`src/amcr_pkg.sv`:
```
// Constants, register map and types for the converter mode, clock and result block.
package amcr_pkg;

  // Clocking and the internal oscillator.
  localparam int          CLK_FREQ_HZ    = 200_000_000;
  localparam int          OSC_FREQ_HZ    = 76_800;
  localparam logic [11:0] OSC_HALF_CYC   = 12'(CLK_FREQ_HZ / (2 * OSC_FREQ_HZ));

  // Register word indices; the byte address is four times the index.
  localparam logic [5:0]  IDX_CTRL       = 6'h01;
  localparam logic [5:0]  IDX_RESULT     = 6'h02;
  localparam logic [5:0]  IDX_STATUS     = 6'h04;

  // Field positions in the control register.
  localparam int          CTRL_CLK_LSB   = 0;
  localparam int          CTRL_MODE_LSB  = 2;
  localparam int          CTRL_RATIO_LSB = 6;

  // Field positions in the status register.
  localparam int          STAT_STATE_LSB = 0;
  localparam int          STAT_BUSY_BIT  = 2;

  // Converter sequencing lengths in main clock ticks.
  localparam logic [15:0] CONV_TICKS     = 16'h0010;
  localparam logic [15:0] CAL_TICKS      = 16'h0040;

  typedef enum logic [3:0] {
    MODE_CONT      = 4'b0000,
    MODE_SINGLE    = 4'b0001,
    MODE_LOW_POWER_HOLD      = 4'b0010,
    MODE_PDOWN     = 4'b0011,
    MODE_IDLE      = 4'b0100,
    MODE_CAL_IOFS  = 4'b0101,
    MODE_CAL_IGAIN = 4'b0110,
    MODE_CAL_SOFS  = 4'b0111,
    MODE_CAL_SGAIN = 4'b1000,
    MODE_DUTY      = 4'b1001,
    MODE_SYNC_IDLE = 4'b1010,
    MODE_SYNC_LOW_POWER_HOLD = 4'b1011
  } amcr_mode_t;

  typedef enum logic [1:0] {
    CLK_INT_QUIET = 2'b00,
    CLK_INT_OUT   = 2'b01,
    CLK_EXT_DIRECT = 2'b10,
    CLK_EXT_HALF  = 2'b11
  } amcr_clksel_t;

  typedef enum logic [1:0] {
    ST_IDLE = 2'b00,
    ST_LOW_POWER_HOLD = 2'b01,
    ST_CONV = 2'b10,
    ST_CAL  = 2'b11
  } amcr_state_t;

  // Reset values.
  localparam amcr_clksel_t CLK_SEL_RST   = CLK_INT_QUIET;
  localparam amcr_mode_t   MODE_RST      = MODE_IDLE;
  localparam logic [1:0]   RATIO_RST     = 2'h0;
  localparam logic [15:0]  RESULT_RST    = 16'h0000;

endpackage : amcr_pkg

```
`src/amcr_core.sv`:
```
// Converter mode sequencing, main clock selection and result register with a Wishbone slave.
//
// Implementation choice: register access over Wishbone.
`timescale 1ns/10ps
`default_nettype none

// Operation
// - Code 0101: internal offset calibration, then idle
// - Code 0110: internal gain calibration, then idle
// - Code 0111: system offset calibration, then idle
// - Code 1000: system gain calibration, then idle
// - Code 1001: alternate conversion and standby by ratio
// - Code 1010: convert per sync fall, idle between
// - Code 1011: convert per sync fall, standby between
// - Clock select field resets to zero, picks source
// - Select 00: internal oscillator, pin not driven
// - Select 01: internal oscillator, driven on pin
// - Select 10: pin clock used directly
// - Select 11: pin clock divided by two
// - Result register holds newest conversion, read-only
// - Result at index 0x02, zero after reset
// - Idle holds filter and modulator in reset
// - Code 0010 is standby low-power state
module amcr_core (
  input  wire logic        clk_i,            // System clock, 200 MHz.
  input  wire logic        rst_i,            // Synchronous reset, active high.
  input  wire logic        wb_cyc_i,         // Wishbone cycle.
  input  wire logic        wb_stb_i,         // Wishbone strobe.
  input  wire logic        wb_we_i,          // Wishbone write enable.
  input  wire logic [7:0]  wb_adr_i,         // Wishbone byte address.
  input  wire logic [3:0]  wb_sel_i,         // Wishbone byte selects.
  input  wire logic [31:0] wb_dat_i,         // Wishbone write data.
  output logic      [31:0] wb_dat_o,         // Wishbone read data.
  output logic             wb_ack_o,         // Wishbone acknowledge.
  input  wire logic        sync_n_i,         // Sync pin, falling edge starts a sequence.
  input  wire logic        clkpin_i,         // Clock pin input level.
  output logic             clkpin_o,         // Clock pin output level.
  output logic             clkpin_oe_o,      // Clock pin output enable.
  input  wire logic [15:0] sample_i,         // Conversion outcome from the filter.
  output logic             mclk_tick_o,      // One-cycle pulse per main clock period.
  output logic             filter_rst_o,     // Holds filter and modulator in reset.
  output logic             low_power_hold_o, // Standby low-power state.
  output logic             convert_o,        // Conversion in progress.
  output logic             cal_active_o,     // Calibration in progress.
  output logic      [1:0]  cal_kind_o        // Bit 0 gain, bit 1 system calibration.
);

  amcr_pkg::amcr_state_t  state_ff;
  amcr_pkg::amcr_mode_t   mode_ff;
  amcr_pkg::amcr_clksel_t clk_sel_ff;
  logic [1:0]             ratio_ff;
  logic [15:0]            result_ff;
  logic [15:0]            cnt_ff;
  logic                   ack_ff;
  logic [31:0]            dat_ff;
  logic                   mode_wr_ff;
  logic [11:0]            osc_cnt_ff;
  logic                   osc_lvl_ff;
  logic                   pin_d_ff;
  logic                   half_ff;
  logic                   tick_ff;
  logic                   sync_d_ff;
  logic                   req;
  logic                   bus_wr;
  logic                   ctrl_wr_lo;
  logic [5:0]             idx;
  logic [31:0]            nxt_dat;
  logic                   osc_rise;
  logic                   pin_rise;
  logic                   sync_fall;
  logic                   conv_done;
  logic                   cal_done;

  function automatic logic is_cal(input amcr_pkg::amcr_mode_t m);
    return (m == amcr_pkg::MODE_CAL_IOFS) || (m == amcr_pkg::MODE_CAL_IGAIN) ||
           (m == amcr_pkg::MODE_CAL_SOFS) || (m == amcr_pkg::MODE_CAL_SGAIN);
  endfunction : is_cal

  function automatic logic [15:0] low_power_hold_len(input logic [1:0] r);
    return (amcr_pkg::CONV_TICKS << ({1'b0, r} + 3'h1)) - amcr_pkg::CONV_TICKS;
  endfunction : low_power_hold_len

  function automatic amcr_pkg::amcr_state_t entry_state(input amcr_pkg::amcr_mode_t m);
    amcr_pkg::amcr_state_t s;
    s = amcr_pkg::ST_IDLE;
    if (is_cal(m)) begin
      s = amcr_pkg::ST_CAL;
    end else if (m == amcr_pkg::MODE_CONT || m == amcr_pkg::MODE_SINGLE ||
                 m == amcr_pkg::MODE_DUTY) begin
      s = amcr_pkg::ST_CONV;
    end else if (m == amcr_pkg::MODE_LOW_POWER_HOLD || m == amcr_pkg::MODE_SYNC_LOW_POWER_HOLD ||
                 m == amcr_pkg::MODE_PDOWN) begin
      s = amcr_pkg::ST_LOW_POWER_HOLD;
    end
    return s;
  endfunction : entry_state

  // Bus slave: ack one cycle after the request; writes land on the ack edge.
  assign req        = wb_cyc_i & wb_stb_i;
  assign bus_wr     = req & wb_we_i & ack_ff;
  assign idx        = wb_adr_i[7:2];
  assign ctrl_wr_lo = bus_wr & (idx == amcr_pkg::IDX_CTRL) & wb_sel_i[0];
  assign wb_ack_o   = ack_ff;
  assign wb_dat_o   = dat_ff;

  always_comb begin
    nxt_dat = 32'h0000_0000;
    case (idx)
      amcr_pkg::IDX_CTRL: begin
        nxt_dat[amcr_pkg::CTRL_CLK_LSB +: 2]   = clk_sel_ff;
        nxt_dat[amcr_pkg::CTRL_MODE_LSB +: 4]  = mode_ff;
        nxt_dat[amcr_pkg::CTRL_RATIO_LSB +: 2] = ratio_ff;
      end
      amcr_pkg::IDX_RESULT: begin
        nxt_dat[15:0] = result_ff;
      end
      amcr_pkg::IDX_STATUS: begin
        nxt_dat[amcr_pkg::STAT_STATE_LSB +: 2] = state_ff;
        nxt_dat[amcr_pkg::STAT_BUSY_BIT]       = cal_active_o;
      end
      default: begin
        nxt_dat = 32'h0000_0000;
      end
    endcase
  end

  always_ff @(posedge clk_i) begin
    if (rst_i) begin
      ack_ff <= 1'b0;
      dat_ff <= 32'h0000_0000;
    end else begin
      ack_ff <= req & ~ack_ff;
      if (req & ~ack_ff) begin
        dat_ff <= nxt_dat;
      end
    end
  end

  // Control register; a host write wins over the automatic return to idle.
  always_ff @(posedge clk_i) begin
    if (rst_i) begin
      clk_sel_ff <= amcr_pkg::CLK_SEL_RST;
      mode_ff    <= amcr_pkg::MODE_RST;
      ratio_ff   <= amcr_pkg::RATIO_RST;
      mode_wr_ff <= 1'b0;
    end else begin
      mode_wr_ff <= ctrl_wr_lo;
      if (ctrl_wr_lo) begin
        clk_sel_ff <= amcr_pkg::amcr_clksel_t'(wb_dat_i[amcr_pkg::CTRL_CLK_LSB +: 2]);
        mode_ff    <= amcr_pkg::amcr_mode_t'(wb_dat_i[amcr_pkg::CTRL_MODE_LSB +: 4]);
        ratio_ff   <= wb_dat_i[amcr_pkg::CTRL_RATIO_LSB +: 2];
      end else if (cal_done) begin
        mode_ff <= amcr_pkg::MODE_IDLE;
      end
    end
  end

  // Internal oscillator: a square wave from the system clock.
  assign osc_rise = (osc_cnt_ff == amcr_pkg::OSC_HALF_CYC - 12'h001) & ~osc_lvl_ff;

  always_ff @(posedge clk_i) begin
    if (rst_i) begin
      osc_cnt_ff <= 12'h000;
      osc_lvl_ff <= 1'b0;
    end else if (osc_cnt_ff == amcr_pkg::OSC_HALF_CYC - 12'h001) begin
      osc_cnt_ff <= 12'h000;
      osc_lvl_ff <= ~osc_lvl_ff;
    end else begin
      osc_cnt_ff <= osc_cnt_ff + 12'h001;
    end
  end

  assign clkpin_o    = osc_lvl_ff;
  assign clkpin_oe_o = (clk_sel_ff == amcr_pkg::CLK_INT_OUT);
  assign pin_rise    = clkpin_i & ~pin_d_ff;

  // Main clock tick from the selected source.
  always_ff @(posedge clk_i) begin
    if (rst_i) begin
      pin_d_ff <= 1'b0;
      half_ff  <= 1'b0;
      tick_ff  <= 1'b0;
    end else begin
      pin_d_ff <= clkpin_i;
      if (pin_rise && clk_sel_ff == amcr_pkg::CLK_EXT_HALF) begin
        half_ff <= ~half_ff;
      end
      case (clk_sel_ff)
        amcr_pkg::CLK_INT_QUIET:  tick_ff <= osc_rise;
        amcr_pkg::CLK_INT_OUT:    tick_ff <= osc_rise;
        amcr_pkg::CLK_EXT_DIRECT: tick_ff <= pin_rise;
        amcr_pkg::CLK_EXT_HALF:   tick_ff <= pin_rise & half_ff;
        default:                  tick_ff <= 1'b0;
      endcase
    end
  end

  assign mclk_tick_o = tick_ff;

  // Sequencer.
  assign sync_fall = sync_d_ff & ~sync_n_i;
  assign conv_done = (state_ff == amcr_pkg::ST_CONV) & tick_ff & ~mode_wr_ff &
                     (cnt_ff == amcr_pkg::CONV_TICKS - 16'h0001);
  assign cal_done  = (state_ff == amcr_pkg::ST_CAL) & tick_ff & ~mode_wr_ff &
                     (cnt_ff == amcr_pkg::CAL_TICKS - 16'h0001);

  always_ff @(posedge clk_i) begin
    if (rst_i) begin
      sync_d_ff <= 1'b1;
    end else begin
      sync_d_ff <= sync_n_i;
    end
  end

  always_ff @(posedge clk_i) begin
    if (rst_i) begin
      state_ff <= amcr_pkg::ST_IDLE;
      cnt_ff   <= 16'h0000;
    end else if (mode_wr_ff) begin
      state_ff <= entry_state(mode_ff);
      cnt_ff   <= 16'h0000;
    end else begin
      case (state_ff)
        amcr_pkg::ST_CONV: begin
          if (conv_done) begin
            cnt_ff <= 16'h0000;
            case (mode_ff)
              amcr_pkg::MODE_CONT:      state_ff <= amcr_pkg::ST_CONV;
              amcr_pkg::MODE_DUTY:      state_ff <= amcr_pkg::ST_LOW_POWER_HOLD;
              amcr_pkg::MODE_SYNC_LOW_POWER_HOLD: state_ff <= amcr_pkg::ST_LOW_POWER_HOLD;
              default:                  state_ff <= amcr_pkg::ST_IDLE;
            endcase
          end else if (tick_ff) begin
            cnt_ff <= cnt_ff + 16'h0001;
          end
        end
        amcr_pkg::ST_LOW_POWER_HOLD: begin
          if (mode_ff == amcr_pkg::MODE_DUTY && tick_ff) begin
            if (cnt_ff >= low_power_hold_len(ratio_ff) - 16'h0001) begin
              state_ff <= amcr_pkg::ST_CONV;
              cnt_ff   <= 16'h0000;
            end else begin
              cnt_ff <= cnt_ff + 16'h0001;
            end
          end else if (mode_ff == amcr_pkg::MODE_SYNC_LOW_POWER_HOLD && sync_fall) begin
            state_ff <= amcr_pkg::ST_CONV;
            cnt_ff   <= 16'h0000;
          end
        end
        amcr_pkg::ST_IDLE: begin
          if (mode_ff == amcr_pkg::MODE_SYNC_IDLE && sync_fall) begin
            state_ff <= amcr_pkg::ST_CONV;
            cnt_ff   <= 16'h0000;
          end
        end
        amcr_pkg::ST_CAL: begin
          if (cal_done) begin
            state_ff <= amcr_pkg::ST_IDLE;
            cnt_ff   <= 16'h0000;
          end else if (tick_ff) begin
            cnt_ff <= cnt_ff + 16'h0001;
          end
        end
        default: begin
          state_ff <= amcr_pkg::ST_IDLE;
          cnt_ff   <= 16'h0000;
        end
      endcase
    end
  end

  // Result register, updated only by completed conversions.
  always_ff @(posedge clk_i) begin
    if (rst_i) begin
      result_ff <= amcr_pkg::RESULT_RST;
    end else if (conv_done) begin
      result_ff <= sample_i;
    end
  end

  assign filter_rst_o     = (state_ff == amcr_pkg::ST_IDLE);
  assign low_power_hold_o = (state_ff == amcr_pkg::ST_LOW_POWER_HOLD);
  assign convert_o        = (state_ff == amcr_pkg::ST_CONV);
  assign cal_active_o     = (state_ff == amcr_pkg::ST_CAL);
  assign cal_kind_o       = {(mode_ff == amcr_pkg::MODE_CAL_SOFS) ||
                             (mode_ff == amcr_pkg::MODE_CAL_SGAIN),
                             (mode_ff == amcr_pkg::MODE_CAL_IGAIN) ||
                             (mode_ff == amcr_pkg::MODE_CAL_SGAIN)};
endmodule : amcr_core

`default_nettype wire

```
`config.mk`:
```
export PLATFORM = sky130hd
export DESIGN_NAME = amcr_core
export DESIGN_NICKNAME = d
export VERILOG_FILES = /design/src/amcr_pkg.sv /design/src/amcr_core.sv
export SDC_FILE = /design/constraint.sdc
export NUM_CORES = 1
export LEC_CHECK = 0
export BUFFER_PORTS_ARGS = -buffer_cell sky130_fd_sc_hd__buf_2
export CORE_MARGIN = 8
export CORE_UTILIZATION = 30
export DETAILED_ROUTE_END_ITERATION = 16
export PLACE_DENSITY = 0.6
export SLEW_MARGIN = 10
export SYNTH_ARGS = -nofsm -noshare
export SYNTH_HDL_FRONTEND = slang
export SYNTH_SLANG_ARGS = --single-unit
export TNS_END_PERCENT = 20
```
`constraint.sdc`:
```
create_clock -name clk_i -period 2 [get_ports clk_i]
set_input_delay 0.1 -clock clk_i [delete_from_list [all_inputs] [get_ports clk_i]]
set_output_delay 0.1 -clock clk_i [all_outputs]
set_load 0.05 [all_outputs]
```
==> run_results.csv, run 1 <==
group,metric,value,unit
synthesis,synth_ff_type,"dfxtp_1",
place,gp_congestion,0.787,
clock_tree,cts_tree,"built",
setup_path,crit_start,"ratio_ff[1]",
cells_and_area,final_common_cell,"dfxtp_1",
synthesis,synth.avg_cell_area,8.20,um2
timing,finalCriticalPeriod,1.97,ns
routing,drtAntennaViolNets,0,
timing,fin_skew,0.00675,ns
synthesis,ys_seq_elements,77,
power_and_ir_drop,power,3.68,mW
setup_path,crit_path_start_kind,"register",
routing,drt-wirelength-per-cell,14.2,um
cells_and_area,nNetsFinal,677,
place,placed_cell_area,4790,um2
synthesis,async_flop_share,0,
global_routing,grt.total_usage,0.121,
synthesis,synth_cells,504,
timing,fin_crit_sh,0.985,
synthesis,ys_warn_count,0,
setup_path,r2r_slack,0.03,ns
timing,hold_viol,0,
routing,vias,3915,
routing,first_pass_iters,4,
timing,whs,0.00907,ns
synthesis,syn_area,4130,um2
clock_tree,clock_sinks,77,
hold_path,min_path_type,"input pin to register",
clock_tree,ctsLongestPathBuffers,2,
place,hpwl,8.16,mm
setup_path,crit_type,"register to register",
cells_and_area,layout_common_cells,"dfxtp_1 (72), nand2_1 (71), buf_2 (63)",
floorplan,die_area,17800,um2
routing,routed_wl,11.1,mm
setup_path,cp.arrival,2.21,ns
timing,worst_slew_pin_slew,0.567,ns
floorplan,die_h,133,um
global_routing,grt_pass1_wl,18.2,mm
place,dpl_worst_slack,-0.0645,ns
floorplan,coreArea,13700,um2
setup_path,reg2reg_to,"cnt_ff[5]",
setup_path,crit_path_end_kind,"register",
routing,vias_per_cell,4.99,
setup_path,rr_worst_depth,10,
setup_path,endpoint,"cnt_ff[5]",
routing,met1Wirelength,4.92,mm
run_status,outcome,"finished, final reports clean",
clock_tree,cts_max_level,3,
routing,drt_iter0_markers,251,
clock_tree,cts_buffers,9,
routing,highest_layer,"met4",
timing,setup_violations,0,
floorplan,die_w,133,um
global_routing,grt_max_degree,46,
place,io_buffers,63,
global_routing,grt_pass1_vias,3808,
setup_path,cp.required,2.24,ns
routing,wl_met2,5.46,mm
timing,relSlewSlack,0.621,
routing,wl_met3,545,um
timing,clock.fmax,508,MHz
clock_tree,clock_latency,0.33,ns
power_and_ir_drop,power.leakage,2.14,nW
global_routing,grt_overflow_total,0,
cells_and_area,area_growth,28.4,%
job,maxCapViolations,0,
clock_tree,cts.clk_slew.worst_paths,0.06,ns
cells_and_area,fin_area,5310,um2
timing,fin_ws,0.0302,ns
floorplan,start_util,0.302,
routing,drc,0,
setup_path,worstPathMaxFanout,8,
synthesis,synth.yosys.seq_area_share,0.373,
setup_path,r2r_start,"ratio_ff[1]",
global_routing,antenna_found_initial,0,
floorplan,io_pins,109,
cells_and_area,antenna_cells,0,
clock_tree,clockRootBuffer,"clkbuf_16",
cells_and_area,drive_gt1_frac,0.262,
timing,rsz0062_at_grt,"yes",
power_and_ir_drop,vdd.ir_drop.worst,387,uV
synthesis,synth_edf_count,0,
power_and_ir_drop,powerDensity,693,nW/um2
floorplan,row_count,43,
timing,maxSlewViolCount,0,
hold_path,holdCritStartpoint,"sample_i[6]",
synthesis,synth.distinct_cells,65,
==> report_power, final <==
part | internal, mW | switching (mW) | total (mW)
Clock | 1.10 | 0.669 | 1.77
Combinational | 0.106 | 0.241 | 0.348
Sequential | 1.55 | 0.0115 | 1.56
==> routing by layer <==
layer	vias to the layer above	global-route usage
met3	15	0.0313
met5	-	0
met2	83	0.205
li1	1943	-
met1	1874	0.145
met4	0	0.0443
==> cell usage after synthesis, types with 4 or more instances <==
library cell   n  area (um2)
dfxtp_1       77        1540
nand2_1       72         270
a21oi_1       45         225
nor2_1        44         165
nand3_1       23         115
clkbuf_1      21        78.8
buf_4         17         128
inv_1         13        48.8
nand4_1       13        81.3
xnor2_1       12         105
buf_2         11        55.1
ha_1          11         138
xor2_1        11        96.3
nor3_1        10        50.1
a22oi_1        7        52.6
o21ai_0        7        35.0
a221oi_1       6        52.6
and3_1         6        37.5
nand2b_1       6        37.5
mux2i_1        5        50.1
or3_1          5        31.3
a211oi_1       4        30.0
a32oi_1        4        35.0
and2_1         4        25.0
nor2b_1        4        25.0
==> area by class of cell <==
cell class,instances,area [um2]
tap,180,225
clock inverter,7,97.6
clock buffer,9,225
multi-input combinational,383,2430
inverter,13,48.8
fill,1388,8360
sequential,77,1550
timing repair buffer,115,734
==> sequential cells by signal (all words and copies together), names as in the netlist <==
| register | flops |
|---|---|
| clk_sel_ff | 2 |
| clkpin_o | 1 |
| cnt_ff | 16 |
| half_ff | 1 |
| mclk_tick_o | 1 |
| mode_ff | 4 |
| mode_wr_ff | 1 |
| osc_cnt_ff | 12 |
| pin_d_ff | 1 |
| ratio_ff | 2 |
| result_ff | 16 |
| state_ff | 2 |
| sync_d_ff | 1 |
| wb_ack_o | 1 |
| wb_dat_o | 16 |
==> per-stage QoR <==
step,TNS (ns),std cells,utilization
3_5_place_dp,-0.141,759,0.351
6_report,0,784,0.388
2_1_floorplan,-0.145,523,-
4_1_cts,0,781,0.381
3_3_place_gp,-0.0380,759,0.351
5_1_grt,-0.357,784,0.388
==> timing repair <==
action	4_1_cts	5_1_grt
pin swaps	3	11
gates cloned	0	1
hold endpoints to repair	6	1
buffers inserted	0	1
gates resized for setup	7	17
hold buffers	6	1
setup endpoints to repair	10	27
==> worst min-delay path by stage <==
stage | end | cells past startpoint
floorplan | sync_d_ff | 1
global placement | pin_d_ff | 2
detailed placement | mode_ff[0] | 2
CTS | result_ff[6] | 3
global route | result_ff[6] | 3
finish | result_ff[6] | 3
==> kinds of logic after synthesis <==
kind of cell,after synthesis,share of synthesized area
AND/OR/NAND/NOR,215,0.268
AO/OA/AOI/OAI,108,0.185
flip-flops,77,0.373
buffers and inverters,63,0.0778
XOR/XNOR,23,0.0488
adder cells (fa/ha/maj),11,0.0333
multiplexers,5,0.0121
other,2,0.00182
==> worst max-delay path, cell delays in order, from the launching register on <==
cell and delay (ns):
dfxtp_2 0.36, nor2_2 0.05, ha_1 0.31, a21oi_2 0.16, a211oi_2 0.06, buf_4 0.15
a211oi_4 0.24, buf_4 0.15, buf_6 0.12, o21ai_2 0.09, o211ai_1 0.20
Note: power is estimated with default switching activity, not from simulation.
==> run 2: changes to the inputs <==
--- a/config.mk
+++ b/config.mk
@@ -5,11 +5,11 @@
 export SDC_FILE = /design/constraint.sdc
 export NUM_CORES = 1
 export LEC_CHECK = 0
-export BUFFER_PORTS_ARGS = -buffer_cell sky130_fd_sc_hd__buf_2
 export CORE_MARGIN = 8
 export CORE_UTILIZATION = 30
 export DETAILED_ROUTE_END_ITERATION = 16
-export PLACE_DENSITY = 0.6
+export DONT_BUFFER_PORTS = 1
+export PLACE_DENSITY_LB_ADDON = 0.25
 export SLEW_MARGIN = 10
 export SYNTH_ARGS = -nofsm -noshare
 export SYNTH_HDL_FRONTEND = slang
==> run_results.csv, run 2 (same netlist as run 1, synthesis figures left out) <==
group,metric,value,unit
clock_tree,clockRootBuffer,"clkbuf_16",
timing,worst_slew_pin_slew,0.565,ns
clock_tree,cts.clk_slew.worst_paths,0.06,ns
routing,drtAntennaViolNets,0,
hold_path,holdPathEnd,"cnt_ff[12]",
cells_and_area,fillerInstances,1415,
setup_path,critPathTopFamily,"compound AO/OA/AOI/OAI gates",
setup_path,crit_path_max_incr_delay,0.35,ns
cells_and_area,drive_gt1_frac,0.193,
setup_path,critPathBufInv,2,
setup_path,cp.arrival,2.19,ns
timing,whs,0.0331,ns
timing,fin_skew,0.00603,ns
routing,drt-wirelength-per-cell,15.3,um
setup_path,r2r_slack,0.04,ns
setup_path,crit_path_start_kind,"register",
floorplan,start_util,0.302,
place,gp_congestion,0.792,
timing,clock.fmax,510,MHz
cells_and_area,stdcell_count,759,
place,io_buffers,0,
global_routing,use_met3,0.0358,
power_and_ir_drop,power,3.84,mW
floorplan,io_pins,109,
routing,vias_per_cell,4.97,
routing,vias,3774,
clock_tree,cts_max_level,3,
cells_and_area,fin_area,5380,um2
place,hpwl,8.38,mm
hold_path,min_path_type,"input pin to register",
hold_path,holdPathStages,3,
power_and_ir_drop,powerDensity,713,nW/um2
routing,drc,0,
timing,setup_violations,0,
floorplan,row_count,43,
global_routing,grtUsageMet1,0.154,
setup_path,crit_type,"register to register",
setup_path,crit_path_end_kind,"register",
clock_tree,ctsLongestPathBuffers,2,
timing,rsz0062_at_grt,"yes",
floorplan,die_area,17800,um2
setup_path,worstPathMaxFanout,8,
power_and_ir_drop,power.leakage,2.08,nW
cells_and_area,area_growth,30.3,%
timing,maxSlewViolCount,0,
timing,fin_crit_sh,0.981,
setup_path,reg2reg_to,"cnt_ff[3]",
clock_tree,clock_sinks,77,
job,maxCapViolations,0,
place,placed_cells,714,
floorplan,die_w,133,um
clock_tree,cts_buffers,9,
setup_path,rr_worst_depth,7,
timing,finalCriticalPeriod,1.96,ns
hold_path,holdCritStartpoint,"rst_i",
global_routing,grtUsageMet2,0.208,
global_routing,grt_max_degree,46,
cells_and_area,final_common_cell,"dfxtp_1",
setup_path,crit_path_frequent_cell,"buf_4",
setup_path,worstPathCellList,"buf_4 > nor4_4 > nand3_4 > buf_4 > o221a_2 > a211o_1 > o2bb2ai_1",
cells_and_area,final_core_util,0.394,
clock_tree,clock_latency,0.34,ns
routing,drt_iter0_markers,154,
cells_and_area,antenna_cells,0,
global_routing,grt_pass1_wl,18.6,mm
setup_path,crit_slowest_cell,"nor4_4",
place,placed_cell_area,4620,um2
global_routing,grt_overflow_total,0,
timing,hold_viol,0,
cells_and_area,nNetsFinal,653,
routing,first_pass_iters,5,
timing,relSlewSlack,0.623,
clock_tree,cts_tree,"built",
floorplan,die_h,133,um
setup_path,crit_start,"cnt_ff[10]",
global_routing,grt_pass1_vias,3728,
setup_path,cp.required,2.23,ns
run_status,outcome,"finished, final reports clean",
power_and_ir_drop,vdd.ir_drop.worst,453,uV
global_routing,antenna_found_initial,0,
cells_and_area,layout_common_cells,"dfxtp_1 (72), nand2_1 (70), buf_4 (61)",
global_routing,grt.total_usage,0.128,
setup_path,r2r_start,"cnt_ff[10]",
routing,routed_wl,11.6,mm
floorplan,coreArea,13700,um2
global_routing,busiest_layer,"met2",
[run 2: cell count changes in the layout (fill, tap and decap cells not counted), moves of 2 or more]
| cell | previous run | this run |
|---|---|---|
| buf_2 | 63 | 0 |
| buf_4 | 42 | 61 |
| clkbuf_8 | 0 | 2 |
| dlygate4sd3_1 | 7 | 26 |
| ha_1 | 8 | 10 |
| nand3_2 | 2 | 0 |
[run 2: worst register-to-register path, stage by stage, from the launching register on]
cell and delay, ns:
dfxtp_1 0.32, buf_4 0.17, nor4_4 0.35, nand3_4 0.17, buf_4 0.18, o221a_2 0.27
a211o_1 0.26, o2bb2ai_1 0.12
[run 2: routing by layer]
layer | vias to the layer above | part of all wire
li1 | 1897 | -
met2 | 70 | 0.48
met3 | 18 | 0.043
met1 | 1789 | 0.46
met4 | 0 | 0.020
met5 | - | 0
[run 2: final cells by class]
cell class | instances | area (um2) | area share
sequential | 77 | 1550 | 0.288
clock buffer | 11 | 253 | 0.0470
tap | 180 | 225 | 0.0419
multi-input combinational | 383 | 2440 | 0.453
inverter | 13 | 48.8 | 0.00907
timing repair buffer | 91 | 772 | 0.143
clock inverter | 4 | 95.1 | 0.0177
[run 2: where the power goes]
group / leakage (nW) / total (mW) / internal [mW] / switching [mW]
Sequential: 0.625 / 1.57 / 1.55 / 0.0167
Clock: 0.172 / 1.93 / 1.28 / 0.648
Combinational: 1.29 / 0.344 / 0.114 / 0.231
Total: 2.08 / 3.84 / 2.94 / 0.896
[run 2: what timing repair did]
action,in CTS,in global routing
hold buffers,27,0
cloned,0,1
pin swaps,2,5
hold endpoints to repair,48,0
buffers inserted,1,1
gates resized for setup,3,20
endpoints found under the setup margin,3,35
[run 2: how the worst max path moves through the flow]
stage | end | slack (ns) | cells after the start
floorplan | cnt_ff[9] | -0.04 | 8
global placement | state_ff[0] | 0.002 | 8
detailed placement | cnt_ff[5] | -0.02 | 8
CTS | cnt_ff[5] | 0.007 | 6
global route | state_ff[1] | -0.04 | 9
finish | cnt_ff[3] | 0.04 | 7
[run 2: through the flow]
step                      TNS (ns)  setup WS (ns)
after global placement           0        0.00154
after CTS                        0        0.00699
after global routing       -0.0962        -0.0415
final                            0         0.0378
after detailed placement   -0.0286        -0.0209
after floorplan             -0.145        -0.0358
==> run 3: changes to the inputs <==
--- a/config.mk
+++ b/config.mk
@@ -9,6 +9,7 @@
 export CORE_UTILIZATION = 30
 export DETAILED_ROUTE_END_ITERATION = 16
 export DONT_BUFFER_PORTS = 1
+export GPL_TIMING_DRIVEN = 0
 export PLACE_DENSITY_LB_ADDON = 0.25
 export SLEW_MARGIN = 10
 export SYNTH_ARGS = -nofsm -noshare
==> run_results.csv, run 3 (same netlist as run 1, synthesis figures left out) <==
group,metric,value,unit
run_status,outcome,"finished with violations",
run_status,violations,"setup timing",
floorplan,die_h,133,um
floorplan,die_area,17800,um2
setup_path,critPathTopFamily,"compound AO/OA/AOI/OAI gates",
routing,vias_per_cell,5.10,
setup_path,critPathBufInv,1,
cells_and_area,final_core_util,0.380,
clock_tree,cts.clk_slew.worst_paths,0.06,ns
setup_path,cp.arrival,2.23,ns
timing,fin_ws,-0.0136,ns
cells_and_area,stdcell_count,749,
routing,drt_iter0_markers,220,
clock_tree,cts_max_level,3,
cells_and_area,antenna_cells,0,
power_and_ir_drop,power,3.42,mW
setup_path,worstPathCellList,"buf_2 > or4b_4 > and2_0 > o311a_1 > o21ai_2 > o211ai_1",
timing,worst_slew_pin_slew,0.957,ns
global_routing,grt_pass1_vias,3763,
timing,fin_crit_sh,1.01,
clock_tree,cts_buffers,9,
place,dpl_worst_slack,-0.514,ns
cells_and_area,layout_common_cells,"nand2_1 (71), dfxtp_1 (71), a21oi_1 (45)",
job,maxCapViolations,0,
timing,finalCriticalPeriod,2.01,ns
global_routing,grt.total_usage,0.130,
global_routing,grt_overflow_total,0,
routing,routed_wl,11.7,mm
cells_and_area,fin_area,5190,um2
setup_path,cp.required,2.21,ns
timing,maxSlewViolCount,0,
clock_tree,clock_latency,0.34,ns
power_and_ir_drop,powerDensity,659,nW/um2
timing,clock.fmax,497,MHz
timing,hold_viol,0,
clock_tree,clock_sinks,77,
cells_and_area,area_growth,25.6,%
place,placed_cells,703,
floorplan,io_pins,109,
clock_tree,ctsLongestPathBuffers,2,
global_routing,grt_pass1_wl,18.6,mm
floorplan,die_w,133,um
timing,setup_tns,-0.0145,ns
place,io_buffers,0,
place,placed_cell_area,4440,um2
routing,drc,0,
timing,relSlewSlack,0.363,
setup_path,crit_path_end_kind,"register",
floorplan,row_count,43,
setup_path,worstPathMaxFanout,9,
setup_path,crit_slowest_cell,"or4b_4",
timing,setup_violations,2,
global_routing,antenna_found_initial,0,
cells_and_area,fillerInstances,1460,
place,gp_congestion,0.786,
setup_path,crit_type,"register to register",
power_and_ir_drop,power.leakage,1.90,nW
routing,vias,3817,
floorplan,coreArea,13700,um2
hold_path,min_path_type,"input pin to register",
routing,drt-wirelength-per-cell,15.6,um
place,hpwl,8.67,mm
timing,rsz0062_at_grt,"yes",
floorplan,start_util,0.302,
power_and_ir_drop,vdd.ir_drop.worst,445,uV
global_routing,grt_max_degree,13,
timing,whs,0.0548,ns
routing,drtAntennaViolNets,0,
setup_path,crit_path_start_kind,"register",
setup_path,crit_path_max_incr_delay,0.52,ns
timing,fin_skew,0.00601,ns
routing,first_pass_iters,5,
clock_tree,clockRootBuffer,"clkbuf_16",
clock_tree,cts_tree,"built",
cells_and_area,nNetsFinal,642,
cells_and_area,drive_gt1_frac,0.163,
[run 3: metal layers]
metal  track usage  routed length (um)
met5             0                   0
met4        0.0580                 141
met3        0.0399                 740
met2         0.217                5820
met1         0.149                4990
[run 3: power breakdown]
group / total (mW) / internal, mW / switching [mW]
Sequential: 1.59 / 1.55 / 0.0412
Clock: 1.51 / 0.875 / 0.630
Combinational: 0.328 / 0.116 / 0.212
Total: 3.42 / 2.54 / 0.883
[run 3: what timing repair did]
action | in CTS | in global routing
resized for setup | 27 | 28
pin swaps | 7 | 5
hold buffers | 26 | 0
setup buffers | 4 | 1
setup endpoints to repair | 37 | 44
hold endpoints to repair | 26 | 0
[run 3: worst register-to-register path, cell delays in order, from the launching register on]
cell and delay (ns):
dfxtp_1 0.31, buf_2 0.17, or4b_4 0.52, and2_0 0.18, o311a_1 0.34, o21ai_2 0.22
o211ai_1 0.14
[run 3: final cells by class]
cell class              count  area, um2  area share
plain buffers              49        305      0.0588
clock buffers              13        250      0.0482
clock inverters             3       21.3     0.00410
inverters                  13       48.8     0.00940
multi-input cells         383       2480       0.478
flip-flops and latches     77       1560       0.300
well taps                 180        225      0.0434
repair buffers             31        302      0.0581
[run 3: worst paths after layout]
| path | from | to | slack [ns] | cells after the start |
|---|---|---|---|---|
| max | cnt_ff[5] | cnt_ff[5] | -0.01 | 6 |
| min | rst_i | state_ff[0] | 0.05 | 3 |
| max reg2reg | cnt_ff[5] | cnt_ff[5] | -0.01 | 6 |
| min reg2reg | result_ff[15] | result_ff[15] | 0.45 | 2 |
